### src/logic/oag_pkg.sv
// constants and types shared by the operand address generator
package oag_pkg;
  // register word offsets on the avalon slave (byte addresses)
  localparam logic [3:0] OFS_TABLE_PAGE  = 4'h0;
  localparam logic [3:0] OFS_VIS_PAGE    = 4'h4;
  localparam logic [3:0] OFS_CONTROL     = 4'h8;
  localparam logic [3:0] OFS_STATUS      = 4'hc;
  // reset values
  localparam logic [7:0] RST_TABLE_PAGE  = 8'h00;
  localparam logic [7:0] RST_VIS_PAGE    = 8'h00;
  localparam logic       RST_WIN_EN      = 1'b0;
  // field positions
  localparam int CTL_WIN_EN_BIT    = 0;
  localparam int STS_WR_REFUSE_BIT = 24;
  localparam int STS_CFG_BIT       = 25;
  localparam int STS_WIN_BIT       = 26;
  localparam int PAGE_CFG_BIT      = 7;
  // widths
  localparam int DATA_W    = 16;
  localparam int PROG_W    = 24;
  localparam int NEAR_W    = 13;
  localparam int LIT5_W    = 5;
  localparam int HOLD_W    = 14;
  localparam int JUMP_W    = 16;
  localparam int REG_SEL_W = 4;
  // step sizes of pointer modification
  localparam logic [15:0] STEP_BYTE = 16'h0001;
  localparam logic [15:0] STEP_WORD = 16'h0002;
  // working register zero index
  localparam logic [3:0] WORK_REG_ZERO = 4'h0;
  // addressing modes
  typedef enum logic [2:0] {
    OAG_FILE_DIRECT = 3'b000,
    OAG_REG_DIRECT  = 3'b001,
    OAG_INDIRECT    = 3'b010,
    OAG_POST_MOD    = 3'b011,
    OAG_PRE_MOD     = 3'b100,
    OAG_INDEXED     = 3'b101,
    OAG_LIT_OFFSET  = 3'b110,
    OAG_LIT5        = 3'b111
  } oag_mode_e;
endpackage : oag_pkg

### src/logic/oag_core.sv
// operand effective-address and program-space address generator
// Operation
// - file-register field reaches 8192 near bytes only
// - working register zero implied; product writes pair
// - data transfer reaches the whole data space
// - first source is base register, direct only
// - second source register, memory or 5-bit literal
// - indirect uses pointer unchanged as address
// - post-modify accesses, then steps pointer
// - pre-modify steps pointer, writes back, uses it
// - indexed address is pointer plus base register
// - literal offset address is pointer plus literal
// - one 4-bit offset field shared by both sides
// - jump 16-bit signed, hold 14-bit unsigned
// - program 24 bits, data 16, alignment kept
// - table address is table page then address
// - table page top bit selects configuration space
// - address msb set maps through visibility page
// - window addresses keep program bit 23 zero
// - window ignores address bit 15, uses page bit 0
// - window is read-only, low word returned
// - table access reaches every byte everywhere
//
// Local design decisions: the address map and the Avalon-MM interface to the registers.
`timescale 1ns/100ps
module oag_core (
  input  wire logic        clock,             // core clock
  input  wire logic        rst,               // async reset, high
  // avalon-mm slave
  input  wire logic [3:0]  avs_address,       // byte address
  input  wire logic        avs_read,          // read strobe
  input  wire logic        avs_write,         // write strobe
  input  wire logic [31:0] avs_writedata,     // write data
  output logic      [31:0] avs_readdata,      // read data
  output logic             avs_waitrequest,   // stall
  // request from instruction decode
  input  wire logic        agu_valid,         // one-cycle request
  input  wire logic [2:0]  agu_mode,          // addressing mode
  input  wire logic [15:0] agu_pointer,       // pointer register value
  input  wire logic [15:0] agu_base,          // base operand register value
  input  wire logic [3:0]  agu_base_sel,      // shared 4-bit offset field
  input  wire logic [15:0] agu_literal,       // instruction literal
  input  wire logic        agu_byte,          // byte-sized access
  input  wire logic        agu_decrement,     // step down instead of up
  input  wire logic        agu_full_space,    // data transfer instruction
  input  wire logic        agu_dest_default_accumulator_register,     // result to working reg zero
  input  wire logic        agu_product,       // product instruction
  input  wire logic [3:0]  agu_dest_sel,      // product destination
  input  wire logic        agu_table,         // table read or write
  input  wire logic        agu_write,         // write access
  input  wire logic        agu_table_high,    // table upper byte space
  input  wire logic [23:0] fetch_pc,          // program counter
  // results
  output logic             res_valid,         // one-cycle result strobe
  output logic [15:0]      res_ea,            // data effective address
  output logic             res_data_req,      // data memory access
  output logic             res_wb_valid,      // pointer write back
  output logic [15:0]      res_wb_value,      // new pointer value
  output logic [3:0]       res_src1_sel,      // first source register
  output logic [15:0]      res_operand,       // 5-bit literal or base operand
  output logic             res_operand_lit,   // operand is literal
  output logic [3:0]       res_work_sel,      // implied working register
  output logic             res_dest_reg,      // result goes to register
  output logic             res_dest_pair,     // register pair destination
  output logic [3:0]       res_dest_sel,      // destination register
  output logic             res_prog_req,      // program memory access
  output logic [23:0]      res_prog_addr,     // program address
  output logic             res_prog_cfg,      // configuration space
  output logic             res_prog_high,     // upper byte space
  output logic             res_win_hit,       // access via window
  output logic             res_refused,       // window write refused
  output logic [22:0]      res_jump_ofs,      // sign-extended jump field
  output logic [13:0]      res_hold_cnt,      // hold count field
  output logic [23:0]      fetch_addr,        // instruction fetch address
  // read data path
  input  wire logic [23:0] prog_rdata,        // raw program word
  output logic [15:0]      win_rdata          // word seen through window
);

  // software registers
  logic [7:0]  table_page_register;           // table page
  logic [7:0]  visibility_page_register;      // window page
  logic        win_en;                        // window enable
  logic        refuse_seen;                   // sticky refused write
  // bus handshake
  logic        bus_ack;                       // answer cycle
  logic [31:0] next_readdata;                 // read mux

  // address decode
  wire         bus_req    = avs_read | avs_write;
  wire         sel_table  = (avs_address == oag_pkg::OFS_TABLE_PAGE);
  wire         sel_vis    = (avs_address == oag_pkg::OFS_VIS_PAGE);
  wire         sel_ctl    = (avs_address == oag_pkg::OFS_CONTROL);
  wire         sel_sts    = (avs_address == oag_pkg::OFS_STATUS);
  wire         wr_take    = avs_write & bus_ack;

  // one wait cycle, then the answer; unmapped reads return zero
  assign avs_waitrequest = bus_req & ~bus_ack;

  // step size: byte or word
  wire [15:0] step_mag = agu_byte ? oag_pkg::STEP_BYTE
                                  : oag_pkg::STEP_WORD;
  // signed step, negated for decrement
  wire [15:0] step_sig = agu_decrement ? 16'(~step_mag + 16'h0001)
                                       : step_mag;
  wire [15:0] ptr_stepped = 16'(agu_pointer + step_sig);

  // near-space address from the 13-bit field
  wire [15:0] near_addr = {3'h0, agu_literal[oag_pkg::NEAR_W-1:0]};
  // data transfer takes the full 16-bit address
  wire [15:0] file_addr = agu_full_space ? agu_literal
                                         : near_addr;

  // effective address by mode
  logic [15:0] ea_sel;                        // chosen address
  logic        mem_sel;                       // mode touches memory
  logic        wb_sel;                        // pointer written back
  always_comb
  begin
    ea_sel  = 16'h0000;
    mem_sel = 1'b0;
    wb_sel  = 1'b0;
    unique case (oag_pkg::oag_mode_e'(agu_mode))
      oag_pkg::OAG_FILE_DIRECT:
      begin
        ea_sel  = file_addr;
        mem_sel = 1'b1;
      end
      // register direct: no memory access at all
      oag_pkg::OAG_REG_DIRECT:
      begin
        ea_sel  = 16'h0000;
      end
      oag_pkg::OAG_INDIRECT:
      begin
        ea_sel  = agu_pointer;
        mem_sel = 1'b1;
      end
      oag_pkg::OAG_POST_MOD:
      begin
        ea_sel  = agu_pointer;
        mem_sel = 1'b1;
        wb_sel  = 1'b1;
      end
      oag_pkg::OAG_PRE_MOD:
      begin
        ea_sel  = ptr_stepped;
        mem_sel = 1'b1;
        wb_sel  = 1'b1;
      end
      oag_pkg::OAG_INDEXED:
      begin
        ea_sel  = 16'(agu_pointer + agu_base);
        mem_sel = 1'b1;
      end
      oag_pkg::OAG_LIT_OFFSET:
      begin
        ea_sel  = 16'(agu_pointer + agu_literal);
        mem_sel = 1'b1;
      end
      // literal operand: no memory access
      oag_pkg::OAG_LIT5:
      begin
        ea_sel  = 16'h0000;
      end
    endcase
  end

  // literal operand of a three-operand instruction
  wire is_lit5 = (agu_mode == 3'(oag_pkg::OAG_LIT5));
  wire [15:0] lit5_val = {11'h000, agu_literal[oag_pkg::LIT5_W-1:0]};

  // window hit: memory-mode address msb set, window on, not a table op
  wire win_hit  = mem_sel & ea_sel[15] & win_en & ~agu_table;
  // the window is read-only; a write through it is dropped
  wire win_refuse = win_hit & agu_write;
  wire win_ok     = win_hit & ~agu_write;

  // window program address: bit 23 zero, page, low 15 bits
  wire [23:0] win_addr = {1'b0, visibility_page_register,
                          ea_sel[14:0]};
  // table address: page as upper byte over the 16-bit address
  wire [23:0] tbl_addr = {table_page_register, ea_sel};

  // program space access chosen
  wire        prog_go   = (agu_table & mem_sel) | win_ok;
  wire [23:0] prog_addr = agu_table ? tbl_addr : win_addr;
  // configuration space only reachable by a table access
  wire        prog_cfg  = agu_table &
                          table_page_register[oag_pkg::PAGE_CFG_BIT];

  // data memory access when not diverted to program space
  wire data_go = mem_sel & ~win_hit & ~agu_table;

  // destination selection for file-register style instructions
  wire dest_reg  = agu_dest_default_accumulator_register | agu_product;
  wire [3:0] dest_sel = agu_product ? agu_dest_sel
                                    : oag_pkg::WORK_REG_ZERO;

  // fetch address: pc 22:1 with both ends zeroed
  wire [23:0] fetch_next = {1'b0, fetch_pc[22:1], 1'b0};

  // jump field sign extended, hold count zero extended
  wire [22:0] jump_ext = {{7{agu_literal[oag_pkg::JUMP_W-1]}},
                          agu_literal};
  wire [13:0] hold_fld = agu_literal[oag_pkg::HOLD_W-1:0];

  // software register writes; window and table pages steer decode
  always_ff @(posedge clock or posedge rst)
  begin
    if (rst)
    begin
      table_page_register      <= oag_pkg::RST_TABLE_PAGE;
      visibility_page_register <= oag_pkg::RST_VIS_PAGE;
      win_en                   <= oag_pkg::RST_WIN_EN;
    end
    else if (wr_take)
    begin
      if (sel_table)
        table_page_register <= avs_writedata[7:0];
      if (sel_vis)
        visibility_page_register <= avs_writedata[7:0];
      if (sel_ctl)
        win_en <= avs_writedata[oag_pkg::CTL_WIN_EN_BIT];
    end
  end

  // sticky refused-write flag; a new refusal wins over the clear
  wire sts_clear = wr_take & sel_sts & avs_writedata[oag_pkg::STS_WR_REFUSE_BIT];
  always_ff @(posedge clock or posedge rst)
  begin
    if (rst)
      refuse_seen <= 1'b0;
    else if (agu_valid & win_refuse)
      refuse_seen <= 1'b1;
    else if (sts_clear)
      refuse_seen <= 1'b0;
  end

  // read mux; reserved bits read zero
  always_comb
  begin
    next_readdata = 32'h0000_0000;
    if (sel_table)
      next_readdata = {24'h00_0000, table_page_register};
    else if (sel_vis)
      next_readdata = {24'h00_0000, visibility_page_register};
    else if (sel_ctl)
      next_readdata = {31'h0000_0000, win_en};
    else if (sel_sts)
      next_readdata = {5'h00, res_win_hit, res_prog_cfg, refuse_seen,
                       res_prog_addr};
  end

  // bus answer: ack one cycle after the request appears
  always_ff @(posedge clock or posedge rst)
  begin
    if (rst)
    begin
      bus_ack      <= 1'b0;
      avs_readdata <= 32'h0000_0000;
    end
    else
    begin
      bus_ack <= bus_req & ~bus_ack;
      if (bus_req & ~bus_ack)
        avs_readdata <= next_readdata;
    end
  end

  // result strobe and data-side address
  always_ff @(posedge clock or posedge rst)
  begin
    if (rst)
    begin
      res_valid    <= 1'b0;
      res_ea       <= 16'h0000;
      res_data_req <= 1'b0;
      res_wb_valid <= 1'b0;
      res_wb_value <= 16'h0000;
    end
    else
    begin
      res_valid    <= agu_valid;
      res_data_req <= agu_valid & data_go;
      res_wb_valid <= agu_valid & wb_sel;
      if (agu_valid)
      begin
        res_ea       <= ea_sel;
        res_wb_value <= ptr_stepped;
      end
    end
  end

  // operand and destination routing
  always_ff @(posedge clock or posedge rst)
  begin
    if (rst)
    begin
      res_src1_sel    <= 4'h0;
      res_operand     <= 16'h0000;
      res_operand_lit <= 1'b0;
      res_work_sel    <= 4'h0;
      res_dest_reg    <= 1'b0;
      res_dest_pair   <= 1'b0;
      res_dest_sel    <= 4'h0;
    end
    else if (agu_valid)
    begin
      // base field feeds first source and the indexed offset
      res_src1_sel    <= agu_base_sel;
      res_operand     <= is_lit5 ? lit5_val : agu_base;
      res_operand_lit <= is_lit5;
      res_work_sel    <= oag_pkg::WORK_REG_ZERO;
      res_dest_reg    <= dest_reg;
      res_dest_pair   <= agu_product;
      res_dest_sel    <= dest_sel;
    end
  end

  // program-space side
  always_ff @(posedge clock or posedge rst)
  begin
    if (rst)
    begin
      res_prog_req  <= 1'b0;
      res_prog_addr <= 24'h00_0000;
      res_prog_cfg  <= 1'b0;
      res_prog_high <= 1'b0;
      res_win_hit   <= 1'b0;
      res_refused   <= 1'b0;
    end
    else
    begin
      res_prog_req <= agu_valid & prog_go;
      res_refused  <= agu_valid & win_refuse;
      if (agu_valid)
      begin
        res_prog_addr <= prog_addr;
        res_prog_cfg  <= prog_cfg;
        // upper byte only through the table path
        res_prog_high <= agu_table & agu_table_high;
        res_win_hit   <= win_hit;
      end
    end
  end

  // literal fields and instruction fetch address
  always_ff @(posedge clock or posedge rst)
  begin
    if (rst)
    begin
      res_jump_ofs <= 23'h00_0000;
      res_hold_cnt <= 14'h0000;
      fetch_addr   <= 24'h00_0000;
    end
    else
    begin
      fetch_addr <= fetch_next;
      if (agu_valid)
      begin
        res_jump_ofs <= jump_ext;
        res_hold_cnt <= hold_fld;
      end
    end
  end

  // window read data: only the low word of the program word
  always_ff @(posedge clock or posedge rst)
  begin
    if (rst)
      win_rdata <= 16'h0000;
    else
      win_rdata <= prog_rdata[15:0];
  end

endmodule : oag_core

### config.mk
export PLATFORM = sky130hd
export DESIGN_NAME = oag_core
export DESIGN_NICKNAME = d
export VERILOG_FILES = /design/src/logic/oag_pkg.sv /design/src/logic/oag_core.sv
export SDC_FILE = /design/constraint.sdc
export NUM_CORES = 1
export LEC_CHECK = 0
export ABC_AREA = 1
export BUFFER_PORTS_ARGS = -buffer_cell sky130_fd_sc_hd__buf_2
export CORE_AREA = 4 4 140 142
export CTS_CLUSTER_DIAMETER = 60
export CTS_CLUSTER_SIZE = 24
export DETAILED_ROUTE_END_ITERATION = 10
export DIE_AREA = 0 0 144 146
export MAX_ROUTING_LAYER = met4
export PLACE_DENSITY = 0.83
export SYNTH_ARGS = -nofsm -noshare
export SYNTH_HDL_FRONTEND = slang
export SYNTH_SLANG_ARGS = --single-unit
### constraint.sdc
create_clock -name clock -period 8 [get_ports clock]
set_input_delay 0.8 -clock clock [delete_from_list [all_inputs] [get_ports clock]]
set_output_delay 0.8 -clock clock [all_outputs]
set_load 0.02 [all_outputs]
# After elaboration in Yosys (flattened, before gate mapping)
# Cells that the tools add are included.
# word_totals
wordCells	92
ff_bits	210
output_inout_bits	205
inputBits	156
# classes
n_reduce_logical	10
n_mux	15
n_eq_ne	10
addsub	4
bitwise	26
# ops
op	n
$mux 27	4
$pmux 16 s6	1
$add 16x16->16	3
$mux 16	3
$mux 24	1
$and 1x1->1	18
$add 16x1->16 const B	1
$not 2->16	1
$eq 3x3->1 const B	4
$eq 4x4->1 const B	2
$eq 3x2->1 const B	2
$reduce_and 2->1	3
$reduce_or 2->1	3
$reduce_or 6->1	1
$eq 4x3->1 const B	1
$logic_not 4->1	1
$mux 1	4
$mux 4	1
$not 1->1	4
$eq 3x1->1 const B	1
$logic_not 3->1	1
$or 1x1->1	3
$mux 2	1
$reduce_bool 2->1	1

# Logic depth before layout (Yosys ltp)
# depth
depth_word	13
ltp_mapped	21
depth_no_buf	19

# Least setup slack after synthesis
# OpenSTA, ideal clock, no wires.
# synth_path
kind	input port to flip-flop
start	in agu_mode[0]
end	reg res_ea[8]
path_slack_ps	4813
required_time_ps	7879
path_buffers	2
path_stages	18
t_arrival_ps	3066
setup_time_ps	121
cell_sequence	inv_1 > nand3_1 > clkbuf_1 > clkbuf_1 > nand2_1 > o21ai_0 > ha_1 > inv_1 > fa_1 > inv_1 > nand3_1 > nand2_1 > a21oi_1 > or2_2 > nand3_1 > nand3_1 > o21bai_1 > nand2_1
# synth_between
elab_chain_len	3
elab_cells_between_ends	11
cone_classes	eq/ne: 7; mux: 1; reduce/logical: 3
# synth_lines
item	line_no	text
start: declaration	oag_core.sv:38	input wire logic [2:0] agu_mode,
$eq 3x3->1 (tied with other cells)	oag_core.sv:123	unique case (oag_pkg::oag_mode_e'(agu_mode))
$reduce_or 2->1 (no source line)	n/a	
$pmux 16 s6 (*)	oag_core.sv:123	
end signal: assignment	oag_core.sv:289	res_ea <= ea_sel;
end: declaration	oag_core.sv:55	output logic [15:0] res_ea,
# Mark *: on every way between the ends. The rest lies on a longest branch, timed or not.
# A chain may end at the register's enable or synchronous reset.

# Final worst setup path
# layout_path
start	in agu_mode[0]
end	reg res_prog_addr[15]
# layout_between
elab_chain_len	4
elab_cells_between_ends	12
cone_classes	eq/ne: 7; mux: 2; reduce/logical: 3
# layout_lines
item	line_no	text
$eq 3x3->1 (tied with other cells)	oag_core.sv:123	
$reduce_or 2->1 (no source line)	n/a	
$pmux 16 s6 (*)	oag_core.sv:123	
$mux 24 (*)	oag_core.sv:187	wire [23:0] prog_addr = agu_table ? tbl_addr : win_addr;
end signal: assignment	oag_core.sv:339	res_prog_addr <= prog_addr;
end: declaration	oag_core.sv:67	output logic [23:0] res_prog_addr,
# Marked as above.

==> flow_summary.toml <==
[critical_path]
rr_startpoint = "bus_ack"
reg2reg_depth = 5
crit_start = "agu_mode[0]"
cp.required_ns = 8.32
crit_path_end_kind = "flip-flop"
startpoint_type = "input pin"
arrival_ns = 3.46
critPathKind = "input pin to flip-flop"
worstPathMaxFanout = 29

[synth]
synthSimpleGateAreaFrac = 0.236
yosysWarnings = 0
synth_edf_count = 0
synth_top_area_share = 0.486
netlist_area_mm2 = 0.00902
synthArstFlopShare = 1.00
synthTopCellsByCount = "nand2_1, dfrtp_1, o21ai_0"
synth_cells = 1101
synth_compound_area_frac = 0.123
yosysMostFrequentCell = "nand2_1"
ys_seq_area_frac = 0.486
synth.avg_cell_area_um2 = 8.19
synth_mux_area_frac = 0.00250
synth_xor_area_frac = 0.00680
synthTopCellsByArea = "dfrtp_1, nand2_1, o21ai_0, ha_1, buf_4"
ys.flop_type = "dfrtp_1"
synth_fa_ha_area_frac = 0.0488
synth.distinct_cells = 47
ys_ff_latch = 175
synth_top_family_by_area = "simple AND/OR/NAND/NOR gates"
yosysTopAreaCell = "dfrtp_1"

[sta]
min_period_ns = 3.14
setup_viol = 0
clock_skew_ns = 0.00744
hold_ws_ns = 0.459
report.final.slew_viol_count = 0
worst_slew_pin_slew_ns = 1.09
relSlewSlack = 0.275
finalSetupTns_ns = 0
fmax_mhz = 318
grt_setup_unrepaired = "false"
final_hold_viol_count = 0
layout_worst_path_cycle_share = 0.393

[final_layout]
final.fill_count = 1665
largest_register_ffs = 27
syn_to_final_growth_pct = 23.0
multi_input_area_mm2 = 0.00381
fin_nets = 1558
regMostFlops = "avs_readdata"
reg.largest.list = "avs_readdata: 27 flops, fetch_addr: 22 flops"
seqCellArea_mm2 = 0.00438
drive_gt1_frac = 0.276

[cts]
cts_htree_levels = 4
numCtsBuffers = 17
cts_resized = 0
clockRootBuffer = "clkbuf_16"
clockBufferDepth = 2
cts_tree = "done"
clock_latency_ns = 0.44
clkSinkCount = 175
clk_pin_slew_worst_paths_ns = 0.08
cts_setup_buffers = 0
ctsHoldBuffers = 0

[floorplanning]
die_w_um = 144
start_util = 0.489
die_h_um = 146
num_rows = 50
ios = 361
die_area_mm2 = 0.0210
core_mm2 = 0.0185

[global_routing]
grt_usage = 0.277
grt_max_degree = 125
grt_antenna_before_repair = 2
grt_pass1_wl_um = 44100
grt_pass1_vias = 8121
grt_overflow = 0

[min_path]
hold_class = "input pin to flip-flop"
worstHoldPathCells = 1
min_from = "prog_rdata[6]"

[place]
place.port_buffers = 316
gp_congestion = 0.923
dp_hpwl_um = 22500

[drt]
ant_nets = 0
num_vias = 8442
drt_iter0_drc = 617
drt-total-wl_um = 29100
drcViolationCount = 0
wl_per_cell_um = 18.0
viasPerCell = 5.22
dr.pass1.iters = 6

[status]
status = "finished, final reports clean"

[job]
maxCapViolCount = 0

[power]
powerDensity_mw_per_mm2 = 226
irDropWorstVdd_v = 0.000140
power_leakage_uw = 0.00611
cells in the final DEF, fill, tap and decap left out, types with 3 or more instances in the layout:
cell type,count
nand2_1,349
buf_2,316
dfrtp_1,175
o21ai_0,105
inv_1,89
nand3_1,66
nor2_1,51
a21oi_1,36
ha_1,32
o21ai_1,21
clkbuf_16,17
nand4_1,11
conb_1,11
a22o_1,10
a41oi_1,7
o21bai_1,6
inv_8,6
buf_4,6
or2_2,4
o211ai_1,4
nand2_2,4
xnor2_1,4
clkinv_4,4
diode_2,3
nand3b_1,3
nor3_1,3
xor2_1,3
clkinv_8,3
where the power goes:
group | switching (uW) | internal, uW
logic | 415 | 196
clock network | 417 | 428
registers | 72.6 | 977
area by class of cell:
| cell class | count | area share |
|---|---|---|
| Multi-Input combinational cell | 757 | 0.343 |
| Sequential cell | 175 | 0.395 |
| Timing Repair Buffer | 322 | 0.147 |
| Clock inverter | 15 | 0.0166 |
| Clock buffer | 17 | 0.0384 |
| Inverter | 95 | 0.0329 |
| Tap cell | 234 | 0.0264 |
| Antenna cell | 3 | 0.000677 |
worst paths after layout:
path / to / slack (ns)
max: res_prog_addr[15] / 4.86
min: win_rdata[6] / 0.46
max reg2reg: table_page_register[0] / 6.46
min reg2reg: res_src1_sel[2] / 0.47
max in group asynchronous: res_jump_ofs[11] / 6.07
min in group asynchronous: res_src1_sel[2] / 0.61
layer usage:
layer	vias to the layer above	part of all wire	GRT usage
met5	-	0	-
met4	0	0.034	0.106
met3	62	0.062	0.0477
met2	337	0.52	0.480
met1	3970	0.39	0.317
li1	4073	-	-
stage by stage:
step           std cells  setup WS [ns]  total power [uW]  area [um^2]  utilization
6_report            1618           4.86              2510        11100        0.601
5_1_grt             1617           4.74              2620        11100        0.601
4_1_cts             1615           4.94              2520        11100        0.600
3_5_place_dp        1583           4.50              1670        10500        0.567
3_3_place_gp        1583           4.52              1660        10500        0.567
2_1_floorplan       1111           2.45              1460         9050            -
critical path, stage by stage:
cell and delay, ns:
buf_2 0.12, inv_1 0.07, nand3_1 0.06, buf_4 0.23
o21ai_0 0.53, ha_1 0.41, nand2_1 0.09, nand2_1 0.06
nand3_1 0.06, nand2_1 0.05, a21oi_1 0.22, nand3_1 0.11
nand3_1 0.11, nand4_2 0.19, o21ai_0 0.27, nand2_1 0.07
kinds of logic after synthesis:
| group | Yosys count |
|---|---|
| simple gates | 504 |
| compound gates | 199 |
| buf+inv | 179 |
| flops | 175 |
| fa+ha+maj | 34 |
| xor+xnor | 7 |
| mux | 2 |
| other cells | 1 |
No activity file was read; power rests on OpenSTA's default activity.
